`config.mk`:
```
export PLATFORM = sky130hd
export DESIGN_NAME = pdc_regs
export DESIGN_NICKNAME = d
export VERILOG_FILES = /design/src/core/pdc_pkg.sv /design/src/core/pdc_ratio_decode.sv /design/src/core/pdc_cal_seq.sv /design/src/core/pdc_regs.sv
export SDC_FILE = /design/constraint.sdc
export NUM_CORES = 1
export LEC_CHECK = 0
export BUFFER_PORTS_ARGS = -buffer_cell sky130_fd_sc_hd__buf_2
export CORE_ASPECT_RATIO = 1.5
export CORE_MARGIN = 5
export CORE_UTILIZATION = 38
export CTS_BUF_LIST = sky130_fd_sc_hd__clkbuf_16
export CTS_CLUSTER_DIAMETER = 50
export DETAILED_ROUTE_END_ITERATION = 8
export PLACE_DENSITY = 0.63
export REMOVE_ABC_BUFFERS = 1
export SLEW_MARGIN = 10
export SYNTH_ARGS = -nofsm -noshare
export SYNTH_HDL_FRONTEND = slang
export SYNTH_HIERARCHICAL = 1
export SYNTH_SLANG_ARGS = --single-unit
```
`constraint.sdc`:
```
create_clock -name clk_sys -period 2.4 [get_ports clk_sys]
set_input_delay 0.48 -clock clk_sys [delete_from_list [all_inputs] [get_ports clk_sys]]
set_output_delay 0.48 -clock clk_sys [all_outputs]
set_load 0.05 [all_outputs]
```
`src/core/pdc_pkg.sv`:
```
// Shared constants for the loop divider control block.
// Assumes a 20 MHz system clock and a 32-bit Avalon-MM register port.
package pdc_pkg;
    // Register byte addresses
    localparam logic [7:0] ADDR_CTRL0 = 8'h38;
    localparam logic [7:0] ADDR_MRATIO = 8'h3C;
    localparam logic [7:0] ADDR_STATUS = 8'h40;

    // Control word field layout
    localparam int POST_LSB = 2;
    localparam int POST_W = 3;
    localparam int RESYNC_BIT = 1;
    localparam int PDN_BIT = 0;
    localparam int MRATIO_W = 5;
    localparam int CTRL0_W = 5;

    // Status word field layout
    localparam int STAT_EN_BIT = 0;
    localparam int STAT_BUSY_BIT = 1;
    localparam int STAT_DONE_BIT = 2;

    // Reset values
    localparam logic [2:0] POST_RST = 3'h7;
    localparam logic RESYNC_RST = 1'b1;
    localparam logic PDN_RST = 1'b0;
    localparam logic [4:0] MRATIO_RST = 5'h00;

    // Post-divider codes below this one all divide by two
    localparam logic [2:0] POST_MIN_CODE = 3'h2;
    localparam logic [3:0] POST_MIN_DIV = 4'h2;

    // Calibration time
    localparam int CLK_MHZ = 20;
    localparam int CAL_TIME_US = 10;
    localparam int CAL_CYCLES = CAL_TIME_US * CLK_MHZ;
    localparam logic [7:0] CAL_LAST = 8'(CAL_CYCLES - 1);

    typedef enum logic [1:0] {
        PDC_CAL_OFF = 2'b00,
        PDC_CAL_RUN = 2'b01,
        PDC_CAL_DONE = 2'b10
    } pdc_cal_t;
endpackage

```
`src/core/pdc_ratio_decode.sv`:
```
// Maps divider codes to actual divide ratios.
// Pure combinational; the caller registers the results.
`timescale 1ns/1ps
`default_nettype none
module pdc_ratio_decode (
    input wire logic [4:0] m_code,
    input wire logic [2:0] p_code,
    output logic [5:0] m_div,
    output logic m_bypass,
    output logic [3:0] p_div
);
    always_comb begin
        m_bypass = (m_code == 5'h00);
        m_div = {1'b0, m_code} + 6'h01;
        if (p_code < pdc_pkg::POST_MIN_CODE) begin
            p_div = pdc_pkg::POST_MIN_DIV;
        end else begin
            p_div = {1'b0, p_code} + 4'h1;
        end
    end
endmodule // pdc_ratio_decode
`default_nettype wire

```
`src/core/pdc_cal_seq.sv`:
```
// First loop enable and calibration sequencer.
// Assumes power_down comes from a register on clk_sys.
`timescale 1ns/1ps
`default_nettype none
module pdc_cal_seq (
    input wire logic clk_sys,
    input wire logic rst,
    input wire logic power_down,
    output logic loop_enable,
    output logic cal_reset,
    output logic cal_busy,
    output logic cal_done
);
    pdc_pkg::pdc_cal_t state_r;
    pdc_pkg::pdc_cal_t state_nxt;
    logic [7:0] cnt_r;
    logic [7:0] cnt_nxt;

    always_comb begin
        state_nxt = state_r;
        cnt_nxt = cnt_r;
        if (power_down) begin
            state_nxt = pdc_pkg::PDC_CAL_OFF;
            cnt_nxt = 8'h00;
        end else begin
            unique case (state_r)
                pdc_pkg::PDC_CAL_OFF: begin
                    state_nxt = pdc_pkg::PDC_CAL_RUN;
                    cnt_nxt = 8'h00;
                end
                pdc_pkg::PDC_CAL_RUN: begin
                    if (cnt_r == pdc_pkg::CAL_LAST) begin
                        state_nxt = pdc_pkg::PDC_CAL_DONE;
                    end else begin
                        cnt_nxt = cnt_r + 8'h01;
                    end
                end
                pdc_pkg::PDC_CAL_DONE: begin
                    state_nxt = pdc_pkg::PDC_CAL_DONE;
                end
                default: begin
                    state_nxt = pdc_pkg::PDC_CAL_OFF;
                end
            endcase
        end
    end

    always_ff @(posedge clk_sys) begin
        if (rst) begin
            state_r <= pdc_pkg::PDC_CAL_OFF;
            cnt_r <= 8'h00;
        end else begin
            state_r <= state_nxt;
            cnt_r <= cnt_nxt;
        end
    end

    assign loop_enable = (state_r != pdc_pkg::PDC_CAL_OFF);
    assign cal_reset = (state_r == pdc_pkg::PDC_CAL_OFF);
    assign cal_busy = (state_r == pdc_pkg::PDC_CAL_RUN);
    assign cal_done = (state_r == pdc_pkg::PDC_CAL_DONE);

    ////////////////////////////////////////////////////////////////////////
    power_off_a: assert property (@(posedge clk_sys) disable iff (rst)
        power_down |=> !loop_enable && cal_reset)
        else $error("power down did not stop the loop");

    restart_cal_a: assert property (@(posedge clk_sys) disable iff (rst)
        $fell(power_down) && cal_reset |=> cal_busy && cnt_r == 8'h00)
        else $error("calibration did not restart from the beginning");

    cal_finish_a: assert property (@(posedge clk_sys) disable iff (rst)
        cal_busy && cnt_r == pdc_pkg::CAL_LAST && !power_down |=> cal_done && !cal_busy)
        else $error("calibration did not finish on time");

    boot_cal_a: assert property (@(posedge clk_sys) disable iff (rst)
        $past(rst) && !power_down |=> loop_enable && cal_busy)
        else $error("loop not calibrated after hardware reset");
endmodule // pdc_cal_seq
`default_nettype wire

```
`src/core/pdc_regs.sv`:
```
// Divider, resync and power-down control for two loops, Avalon-MM slave.
// Assumes clk_sys at 20 MHz; sync_pin_in is asynchronous to it.
`timescale 1ns/1ps
`default_nettype none

// What this block does
// - Second loop M code 0 bypasses; code n divides by n+1; resets zero.
// - Post code at bits 4:2; 0,1 divide by 2, else code+1; resets 7.
// - Resync enable bit 1, reset 1, lets sync events realign first-loop outputs.
// - Power-down clear at hardware reset starts loop and calibration automatically.
// - Setting power-down disables the first loop and holds calibration in reset.
// - Clearing power-down re-enables the loop and restarts calibration from start.
module pdc_regs (
    input wire logic clk_sys,
    input wire logic rst,
    input wire logic [7:0] avs_address,
    input wire logic avs_read,
    input wire logic avs_write,
    input wire logic [31:0] avs_writedata,
    input wire logic [3:0] avs_byteenable,
    output logic [31:0] avs_readdata,
    output logic avs_waitrequest,
    input wire logic sync_pin_in,
    output logic first_loop_enable,
    output logic first_loop_cal_reset,
    output logic first_loop_cal_busy,
    output logic first_loop_cal_done,
    output logic [3:0] first_loop_post_ratio_div,
    output logic first_loop_resync,
    output logic [5:0] second_loop_m_ratio_div,
    output logic second_loop_m_bypass
);
    ////////////////////////////////////////////////////////////////////////
    // Bus handshake

    logic ack_r;
    logic ack_nxt;
    logic req;
    logic wr_take;
    logic [31:0] readdata_r;
    logic [31:0] readdata_nxt;

    assign req = avs_read || avs_write;
    assign avs_waitrequest = req && !ack_r;
    assign wr_take = avs_write && ack_r && avs_byteenable[0];

    ////////////////////////////////////////////////////////////////////////
    // Control fields

    logic [2:0] post_r;
    logic [2:0] post_nxt;
    logic resync_en_r;
    logic resync_en_nxt;
    logic pdn_r;
    logic pdn_nxt;
    logic [4:0] m_r;
    logic [4:0] m_nxt;

    ////////////////////////////////////////////////////////////////////////
    // Sync pin and decoded outputs

    logic sync_meta_r;
    logic sync_s_r;
    logic sync_d_r;
    logic resync_r;
    logic resync_nxt;
    logic [5:0] m_div_w;
    logic m_byp_w;
    logic [3:0] p_div_w;
    logic [5:0] m_div_r;
    logic m_byp_r;
    logic [3:0] p_div_r;

    logic cal_en;
    logic cal_rst;
    logic cal_busy;
    logic cal_done;

    ////////////////////////////////////////////////////////////////////////
    // Bus next state and read mux

    always_comb begin
        ack_nxt = req && !ack_r;
        readdata_nxt = readdata_r;
        if (avs_read && !ack_r) begin
            unique case (avs_address)
                pdc_pkg::ADDR_CTRL0: begin
                    readdata_nxt = 32'h0000_0000;
                    readdata_nxt[pdc_pkg::POST_LSB +: pdc_pkg::POST_W] = post_r;
                    readdata_nxt[pdc_pkg::RESYNC_BIT] = resync_en_r;
                    readdata_nxt[pdc_pkg::PDN_BIT] = pdn_r;
                end
                pdc_pkg::ADDR_MRATIO: begin
                    readdata_nxt = {27'h0000000, m_r};
                end
                pdc_pkg::ADDR_STATUS: begin
                    readdata_nxt = 32'h0000_0000;
                    readdata_nxt[pdc_pkg::STAT_EN_BIT] = cal_en;
                    readdata_nxt[pdc_pkg::STAT_BUSY_BIT] = cal_busy;
                    readdata_nxt[pdc_pkg::STAT_DONE_BIT] = cal_done;
                end
                default: begin
                    readdata_nxt = 32'h0000_0000;
                end
            endcase
        end
    end

    always_ff @(posedge clk_sys) begin
        if (rst) begin
            ack_r <= 1'b0;
            readdata_r <= 32'h0000_0000;
        end else begin
            ack_r <= ack_nxt;
            readdata_r <= readdata_nxt;
        end
    end

    assign avs_readdata = readdata_r;

    ////////////////////////////////////////////////////////////////////////
    // Register writes

    always_comb begin
        post_nxt = post_r;
        resync_en_nxt = resync_en_r;
        pdn_nxt = pdn_r;
        m_nxt = m_r;
        if (wr_take && avs_address == pdc_pkg::ADDR_CTRL0) begin
            // Upper bits of the byte are dropped
            post_nxt = avs_writedata[pdc_pkg::POST_LSB +: pdc_pkg::POST_W];
            resync_en_nxt = avs_writedata[pdc_pkg::RESYNC_BIT];
            pdn_nxt = avs_writedata[pdc_pkg::PDN_BIT];
        end
        if (wr_take && avs_address == pdc_pkg::ADDR_MRATIO) begin
            m_nxt = avs_writedata[pdc_pkg::MRATIO_W-1:0];
        end
    end

    always_ff @(posedge clk_sys) begin
        if (rst) begin
            post_r <= pdc_pkg::POST_RST;
            resync_en_r <= pdc_pkg::RESYNC_RST;
            pdn_r <= pdc_pkg::PDN_RST;
            m_r <= pdc_pkg::MRATIO_RST;
        end else begin
            post_r <= post_nxt;
            resync_en_r <= resync_en_nxt;
            pdn_r <= pdn_nxt;
            m_r <= m_nxt;
        end
    end

    ////////////////////////////////////////////////////////////////////////
    // Ratio decode, registered toward the analog side

    pdc_ratio_decode u_decode (
        .m_code(m_r),
        .p_code(post_r),
        .m_div(m_div_w),
        .m_bypass(m_byp_w),
        .p_div(p_div_w)
    );

    always_ff @(posedge clk_sys) begin
        if (rst) begin
            m_div_r <= 6'h01;
            m_byp_r <= 1'b1;
            p_div_r <= 4'h8;
        end else begin
            m_div_r <= m_div_w;
            m_byp_r <= m_byp_w;
            p_div_r <= p_div_w;
        end
    end

    assign second_loop_m_ratio_div = m_div_r;
    assign second_loop_m_bypass = m_byp_r;
    assign first_loop_post_ratio_div = p_div_r;

    ////////////////////////////////////////////////////////////////////////
    // Sync event detection

    always_comb begin
        resync_nxt = sync_s_r && !sync_d_r && resync_en_r;
    end

    always_ff @(posedge clk_sys) begin
        if (rst) begin
            sync_meta_r <= 1'b0;
            sync_s_r <= 1'b0;
            sync_d_r <= 1'b0;
            resync_r <= 1'b0;
        end else begin
            sync_meta_r <= sync_pin_in;
            sync_s_r <= sync_meta_r;
            sync_d_r <= sync_s_r;
            resync_r <= resync_nxt;
        end
    end

    assign first_loop_resync = resync_r;

    ////////////////////////////////////////////////////////////////////////
    // Enable and calibration sequencing

    pdc_cal_seq u_cal (
        .clk_sys(clk_sys),
        .rst(rst),
        .power_down(pdn_r),
        .loop_enable(cal_en),
        .cal_reset(cal_rst),
        .cal_busy(cal_busy),
        .cal_done(cal_done)
    );

    assign first_loop_enable = cal_en;
    assign first_loop_cal_reset = cal_rst;
    assign first_loop_cal_busy = cal_busy;
    assign first_loop_cal_done = cal_done;

    ////////////////////////////////////////////////////////////////////////
    // Checks

    m_ratio_decode_a: assert property (@(posedge clk_sys) disable iff (rst)
        !$past(rst) |-> second_loop_m_ratio_div == {1'b0, $past(m_r)} + 6'h01
            && second_loop_m_bypass == ($past(m_r) == 5'h00))
        else $error("second loop ratio wrong");

    post_decode_a: assert property (@(posedge clk_sys) disable iff (rst)
        !$past(rst) |-> first_loop_post_ratio_div ==
            (($past(post_r) < 3'h2) ? 4'h2 : {1'b0, $past(post_r)} + 4'h1))
        else $error("post ratio wrong");

    resync_pulse_a: assert property (@(posedge clk_sys) disable iff (rst)
        sync_s_r && !sync_d_r |=> first_loop_resync == $past(resync_en_r) ##1 !first_loop_resync)
        else $error("resync pulse wrong");

    pdn_write_a: assert property (@(posedge clk_sys) disable iff (rst)
        wr_take && avs_address == pdc_pkg::ADDR_CTRL0 && avs_writedata[pdc_pkg::PDN_BIT]
            |-> ##2 !first_loop_enable)
        else $error("loop still enabled after power down write");

    reserved_zero_a: assert property (@(posedge clk_sys) disable iff (rst)
        avs_read && !avs_waitrequest |-> avs_readdata[31:5] == 27'h0)
        else $error("reserved bits not zero");

    bus_answer_a: assert property (@(posedge clk_sys) disable iff (rst)
        req && avs_waitrequest && $stable(avs_address) |=> !avs_waitrequest || !req)
        else $error("waitrequest held too long");

    ////////////////////////////////////////////////////////////////////////
    // Bus handshake, bus map, resync-disable and reset checks

    ack_release_a: assert property (@(posedge clk_sys) disable iff (rst)
        ack_r |=> !ack_r)
        else $error("bus answer held for more than one cycle");

    ctrl_read_a: assert property (@(posedge clk_sys) disable iff (rst)
        avs_read && !avs_waitrequest && avs_address == pdc_pkg::ADDR_CTRL0
            |-> avs_readdata[pdc_pkg::POST_LSB +: pdc_pkg::POST_W] == post_r
            && avs_readdata[pdc_pkg::RESYNC_BIT] == resync_en_r
            && avs_readdata[pdc_pkg::PDN_BIT] == pdn_r)
        else $error("control word read back wrong");

    mratio_read_a: assert property (@(posedge clk_sys) disable iff (rst)
        avs_read && !avs_waitrequest && avs_address == pdc_pkg::ADDR_MRATIO
            |-> avs_readdata[pdc_pkg::MRATIO_W-1:0] == m_r)
        else $error("ratio word read back wrong");

    unmapped_read_a: assert property (@(posedge clk_sys) disable iff (rst)
        avs_read && !avs_waitrequest && avs_address != pdc_pkg::ADDR_CTRL0
            && avs_address != pdc_pkg::ADDR_MRATIO && avs_address != pdc_pkg::ADDR_STATUS
            |-> avs_readdata == 32'h0000_0000)
        else $error("unmapped address read not zero");

    ctrl_write_a: assert property (@(posedge clk_sys) disable iff (rst)
        wr_take && avs_address == pdc_pkg::ADDR_CTRL0
            |=> post_r == $past(avs_writedata[pdc_pkg::POST_LSB +: pdc_pkg::POST_W])
            && resync_en_r == $past(avs_writedata[pdc_pkg::RESYNC_BIT])
            && pdn_r == $past(avs_writedata[pdc_pkg::PDN_BIT]))
        else $error("control write did not land");

    mratio_write_a: assert property (@(posedge clk_sys) disable iff (rst)
        wr_take && avs_address == pdc_pkg::ADDR_MRATIO
            |=> m_r == $past(avs_writedata[pdc_pkg::MRATIO_W-1:0]))
        else $error("ratio write did not land");

    write_drop_a: assert property (@(posedge clk_sys) disable iff (rst)
        avs_write && ack_r && (!avs_byteenable[0] || (avs_address != pdc_pkg::ADDR_CTRL0
            && avs_address != pdc_pkg::ADDR_MRATIO))
            |=> $stable({post_r, resync_en_r, pdn_r, m_r}))
        else $error("dropped write changed a register");

    resync_off_a: assert property (@(posedge clk_sys) disable iff (rst)
        !resync_en_r |=> !first_loop_resync)
        else $error("resync pulse while disabled");

    reset_value_a: assert property (@(posedge clk_sys)
        rst |=> !first_loop_enable && first_loop_cal_reset && second_loop_m_bypass
            && first_loop_post_ratio_div == 4'h8 && avs_readdata == 32'h0000_0000)
        else $error("outputs wrong after reset");
endmodule // pdc_regs
`default_nettype wire

```
==> impl_metrics.env, run 1 <==
export IMPL_cts_made_buffers=5
export IMPL_worst_slack_ns=0.528
export IMPL_drt_total_wl_microns=4120
export IMPL_grt_max_degree=35
export IMPL_syn_to_final_growth_pct=15.3
export IMPL_synthTopCellsByArea="dfxtp_1 39%, buf_4 10%, mux2i_1 8.6%"
export IMPL_port_buffers=40
export IMPL_internal_power_mw=1.34
export IMPL_total_leakage_power_nw=1.07
export IMPL_antenna_found_initial=0
export IMPL_setup_violations=0
export IMPL_initial_utilization_pct=38.7
export IMPL_p_sw_mw=0.743
export IMPL_finalNonFillerCells=335
export IMPL_min_path_cells=2
export IMPL_seqPwrFrac_pct=35.5
export IMPL_die_h_microns=101
export IMPL_diodes=0
export IMPL_synthCells=224
export IMPL_critPathKind="reg -> out"
export IMPL_cts_root_buf="clkbuf_16"
export IMPL_yosysTopAreaCell="dfxtp_1"
export IMPL_syn_area_sq_um=2090
export IMPL_hpwl_microns=3170
export IMPL_worstPathMaxFanout=11
export IMPL_r2r_cells=5
export IMPL_finalSetupTns_ns=0
export IMPL_cts_buffer_depth=2
export IMPL_grt_overflow_total=0
export IMPL_endpoint_kind="output pin"
export IMPL_via_per_inst=4.69
export IMPL_ant_nets=0
export IMPL_tritoncts="done"
export IMPL_ys_seq_elements=41
export IMPL_p_sw_share_pct=35.7
export IMPL_pwr_share_clk_pct=36.3
export IMPL_dp_worst_setup_slack_ns=0.573
export IMPL_hold_violations=0
export IMPL_synth_distinct_cells=47
export IMPL_yosysSeqAreaShare_pct=39.2
export IMPL_synth_commonest_cells="41 x dfxtp_1, 28 x buf_4, 18 x mux2i_1"
export IMPL_grt_usage_pct=12.1
export IMPL_start_kind="flip-flop"
export IMPL_crit_arrival_ns=1.39
export IMPL_drc=0
export IMPL_post_cts_buffers=0
export IMPL_slew_headroom_pct=62.6
export IMPL_cts_repair_resized=0
export IMPL_r2r_start="u_cal/state_r[1]"
export IMPL_worst_slew_pin_slew_ns=0.558
export IMPL_cts_htree_levels=2
export IMPL_die_w_microns=70.6
export IMPL_pwr_share_comb_pct=28.2
export IMPL_io_pins=98
export IMPL_timing_hold_ws_ns=0.402
export IMPL_yosys_warnings=6
export IMPL_gp_congestion=0.816
export IMPL_synth_top_area_share_pct=39.2
export IMPL_fin_crit_sh_pct=78.0
export IMPL_via_count=1572
export IMPL_crit_end="first_loop_cal_busy"
export IMPL_hold_path_class="in -> reg"
export IMPL_finalClockSkew_ns=0.00330
export IMPL_synthFlopType="dfxtp_1"
export IMPL_peakVddDrop_mv=0.356
export IMPL_p_per_area_nw_per_um2=861
export IMPL_die_area_sq_um=7130
export IMPL_coreArea_sq_um=5410
export IMPL_status="finished clean"
export IMPL_routedWlPerCell_microns=12.3
export IMPL_synth_most_common_cell="dfxtp_1"
export IMPL_startpoint="u_cal/state_r[1]"
export IMPL_cts_hold_buffers=0
export IMPL_placedCellCount=327
export IMPL_r2r_setup_slack_ns=0.74
export IMPL_insertion_delay_ns=0.28
export IMPL_cap_violations=0
export IMPL_async_reset_ff_share_pct=0
export IMPL_core_rowCount=33
export IMPL_cp_required_ns=1.92
export IMPL_nets=320
export IMPL_rsz0062_at_grt="false"
export IMPL_dr_first_iter_drc_count=38
export IMPL_fmax_mhz=534
export IMPL_critical_path_reg2reg_endpoint="u_cal/cnt_r[7]"
export IMPL_synth_edf_count=0
export IMPL_synth_area_per_cell_sq_um=9.35
export IMPL_grt_pass1_wl_microns=6960
export IMPL_layout_drive_gt1_share_pct=20.8
export IMPL_min_period_ns=1.87
export IMPL_numClockSinks=41
export IMPL_fillerInstances=552
export IMPL_grt_pass1_vias=1542
export IMPL_clkTransAtPathRegs_ns=0.06
export IMPL_drt_first_pass_iters=4
export IMPL_drv_slew=0
==> registers in the layout, summed over array words and instances, names as in the netlist, 2 cells and up <==
| name | count |
|---|---|
| second_loop_m_ratio_div | 6 |
| u_cal/cnt_r | 8 |
| u_cal/state_r | 2 |
| post_r | 3 |
| avs_readdata | 5 |
| m_r | 5 |
| first_loop_post_ratio_div | 4 |
==> metrics by stage <==
step	utilization [%]	cell area (sq um)	power, mW
after floorplan	-	1950	1.22
after detailed placement	41.6	2250	1.35
final	44.6	2410	2.08
after global placement	41.6	2250	1.34
after CTS	44.6	2410	2.10
after global routing	44.6	2410	2.17
==> worst max-delay path, cell delays in order, from the launching register on <==
cell and delay, ns:
dfxtp_1 0.32, inv_1 0.07, ha_1 0.38, buf_2 0.34
==> routing by layer <==
| layer | vias up | part of all wire (%) | routed length [microns] | track usage, % |
|---|---|---|---|---|
| li1 | 795 | - | - | - |
| met1 | 719 | 43 | 1760 | 14.3 |
| met3 | 11 | 6.5 | 267 | 2.50 |
| met4 | 0 | 2.1 | 85 | 5.93 |
| met5 | - | 0 | 0 | 0 |
| met2 | 47 | 49 | 2010 | 20.7 |
==> power by group through the flow <==
stage	clock network [mW]	registers, mW	logic [mW]
floorplan	0	0.749	0.472
global placement	0	0.751	0.584
detailed placement	0	0.753	0.592
CTS	0.771	0.738	0.593
global route	0.798	0.744	0.632
finish	0.755	0.738	0.586
==> how the worst min path moves through the flow <==
stage,start,end
4_1_cts,sync_pin_in,sync_meta_r
3_3_place_gp,sync_meta_r,sync_s_r
2_1_floorplan,sync_meta_r,sync_s_r
3_5_place_dp,avs_readdata[3],avs_readdata[3]
6_report,sync_pin_in,sync_meta_r
5_1_grt,sync_pin_in,sync_meta_r
==> cell families after synthesis <==
family          after synthesis  synth area share, %
simple gates                 85                 24.3
buf+inv                      45                 13.6
flops                        41                 39.2
compound gates               23                 8.30
mux                          18                 8.60
fa+ha+maj                     7                 4.18
xor+xnor                      4                 1.67
other cells                   1                0.179
==> final cells by class <==
cell class | instances | area (sq um) | share of cell area (%)
clock buffer | 5 | 125 | 5.18
clock inverter | 3 | 41.3 | 1.71
tap | 70 | 87.6 | 3.63
sequential | 41 | 821 | 34.0
inverter | 10 | 37.5 | 1.55
timing repair buffer | 42 | 215 | 8.91
multi-input combinational | 164 | 1090 | 45.0
==> cells in the final DEF, fill, tap and decap left out, types with 3 or more instances in the layout <==
cell type	n
nand4_1	5
conb_1	27
or4_1	3
dfxtp_1	41
nor2b_1	12
or3_1	3
o32ai_1	3
buf_2	40
nor3_1	3
clkbuf_16	5
or2_2	3
a21oi_1	3
inv_1	10
mux2i_1	18
a22o_1	3
nand2b_1	4
nor2_1	15
ha_1	7
or2b_1	9
nand3_1	4
nand2_1	11
(Power assumes the default switching activity.)
==> run 2, diff against run 1 <==
--- a/config.mk
+++ b/config.mk
@@ -12,7 +12,7 @@
 export CTS_BUF_LIST = sky130_fd_sc_hd__clkbuf_16
 export CTS_CLUSTER_DIAMETER = 50
 export DETAILED_ROUTE_END_ITERATION = 8
-export PLACE_DENSITY = 0.63
+export PLACE_DENSITY = 0.66
 export REMOVE_ABC_BUFFERS = 1
 export SLEW_MARGIN = 10
 export SYNTH_ARGS = -nofsm -noshare
==> constraint.sdc (replaced) <==
create_clock -name clk_sys -period 1.5 [get_ports clk_sys]
set_input_delay 0.3 -clock clk_sys [delete_from_list [all_inputs] [get_ports clk_sys]]
set_output_delay 0.3 -clock clk_sys [all_outputs]
set_load 0.05 [all_outputs]
==> impl_metrics.env, run 2 (synthesis gave the netlist of run 1 again) <==
export IMPL_status="finished clean"
export IMPL_finalClockSkew_ns=0.00787
export IMPL_finalNonFillerCells=343
export IMPL_cp_required_ns=1.20
export IMPL_clkTransAtPathRegs_ns=0.06
export IMPL_syn_to_final_growth_pct=19.2
export IMPL_r2r_setup_slack_ns=0.11
export IMPL_multiInputGateArea_sq_um=1100
export IMPL_start_kind="flip-flop"
export IMPL_min_period_ns=1.45
export IMPL_drt_first_pass_iters=4
export IMPL_gp_congestion=0.778
export IMPL_numClockSinks=41
export IMPL_fmax_mhz=688
export IMPL_hold_violations=0
export IMPL_grt_max_degree=31
export IMPL_final_cell_mix="39 x dfxtp_1, 36 x buf_2, 27 x conb_1"
export IMPL_layout_drive_gt1_share_pct=25.6
export IMPL_grt_usage_pct=13.0
export IMPL_die_w_microns=70.6
export IMPL_insertion_delay_ns=0.28
export IMPL_setup_violations=0
export IMPL_grt_pass1_wl_microns=7360
export IMPL_initial_utilization_pct=38.7
export IMPL_cts_root_buf="clkbuf_16"
export IMPL_cts_htree_levels=2
export IMPL_placedCellCount=336
export IMPL_drv_slew=0
export IMPL_cts_buffer_depth=2
export IMPL_tritoncts="done"
export IMPL_grt_pass1_vias=1618
export IMPL_peakVddDrop_mv=0.565
export IMPL_hpwl_microns=3360
export IMPL_final_common_cell="dfxtp_1"
export IMPL_routedWlPerCell_microns=12.9
export IMPL_diodes=0
export IMPL_cts_made_buffers=5
export IMPL_drc=0
export IMPL_p_per_area_nw_per_um2=1350
export IMPL_fillerInstances=547
export IMPL_total_leakage_power_nw=1.11
export IMPL_largest_reg_flops=8
export IMPL_post_cts_buffers=0
export IMPL_nets=329
export IMPL_coreArea_sq_um=5410
export IMPL_worstPathMaxFanout=5
export IMPL_cap_violations=0
export IMPL_antenna_found_initial=0
export IMPL_port_buffers=40
export IMPL_core_rowCount=33
export IMPL_die_h_microns=101
export IMPL_timing_hold_ws_ns=0.229
export IMPL_endpoint_kind="output pin"
export IMPL_via_per_inst=4.73
export IMPL_grt_overflow_total=0
export IMPL_fin_crit_sh_pct=97.0
export IMPL_via_count=1624
export IMPL_dr_first_iter_drc_count=65
export IMPL_io_pins=98
export IMPL_die_area_sq_um=7130
export IMPL_hold_path_class="in -> reg"
export IMPL_power_mw=3.36
export IMPL_regMostFlops="u_cal/cnt_r"
export IMPL_crit_arrival_ns=1.15
export IMPL_ant_nets=0
export IMPL_critPathKind="reg -> out"
export IMPL_seqCellArea_sq_um=823
export IMPL_drt_total_wl_microns=4430
[run 2: changes by cell type in the layout (fill, tap and decap cells not counted), sizes merged]
| cell | before | now |
|---|---|---|
| buf | 42 | 50 |
| bufinv | 1 | 0 |
| clkbuf | 5 | 6 |
[run 2: final timing paths]
check	start	end	depth (start not counted)
setup / recovery	u_cal/state_r[0]	first_loop_enable	4
hold / removal	sync_pin_in	sync_meta_r	2
setup reg to reg	u_cal/cnt_r[1]	u_cal/cnt_r[0]	4
hold reg to reg	sync_meta_r	sync_s_r	1
[run 2: worst max-delay path, stage by stage, from the launching register on]
cell     delay, ns
dfxtp_2       0.36
inv_1         0.07
ha_2          0.22
inv_2         0.08
buf_6         0.15
[run 2: area by class of cell]
class | instances | area share [%]
Multi-Input combinational cell | 164 | 44.2
Sequential cell | 41 | 33.0
Timing Repair Buffer | 51 | 12.3
Clock buffer | 5 | 5.01
Tap cell | 70 | 3.51
Inverter | 10 | 1.50
Clock inverter | 2 | 0.451
[run 2: power breakdown]
| part | total, mW | switching (mW) | internal (mW) |
|---|---|---|---|
| combinational | 1.16 | 0.772 | 0.387 |
| sequential | 1.19 | 0.0431 | 1.15 |
| clock | 1.02 | 0.415 | 0.601 |
| total | 3.36 | 1.23 | 2.13 |
[run 2: what timing repair did]
action | in CTS | in global routing
setup endpoints to repair | 3 | 6
hold buffers | 0 | 0
resized for setup | 8 | 9
[run 2: metal layers]
layer	vias up	global-route usage, %	share of wire (%)
met5	-	0	0
met4	0	8.54	4.7
met1	736	14.8	40
li1	813	-	-
met3	14	2.79	6.6
met2	61	21.6	49
[run 2: per-stage QoR]
| stage | utilization [%] | cell area [sq um] | setup TNS (ns) | setup WS [ns] |
|---|---|---|---|---|
| 2_1_floorplan | - | 1950 | -1.48 | -0.325 |
| 3_3_place_gp | 42.8 | 2320 | -0.745 | -0.122 |
| 3_5_place_dp | 42.8 | 2320 | -0.931 | -0.135 |
| 4_1_cts | 45.8 | 2470 | -0.00782 | -0.00782 |
| 5_1_grt | 46.1 | 2500 | -0.00967 | -0.00967 |
| 6_report | 46.1 | 2500 | 0 | 0.0456 |
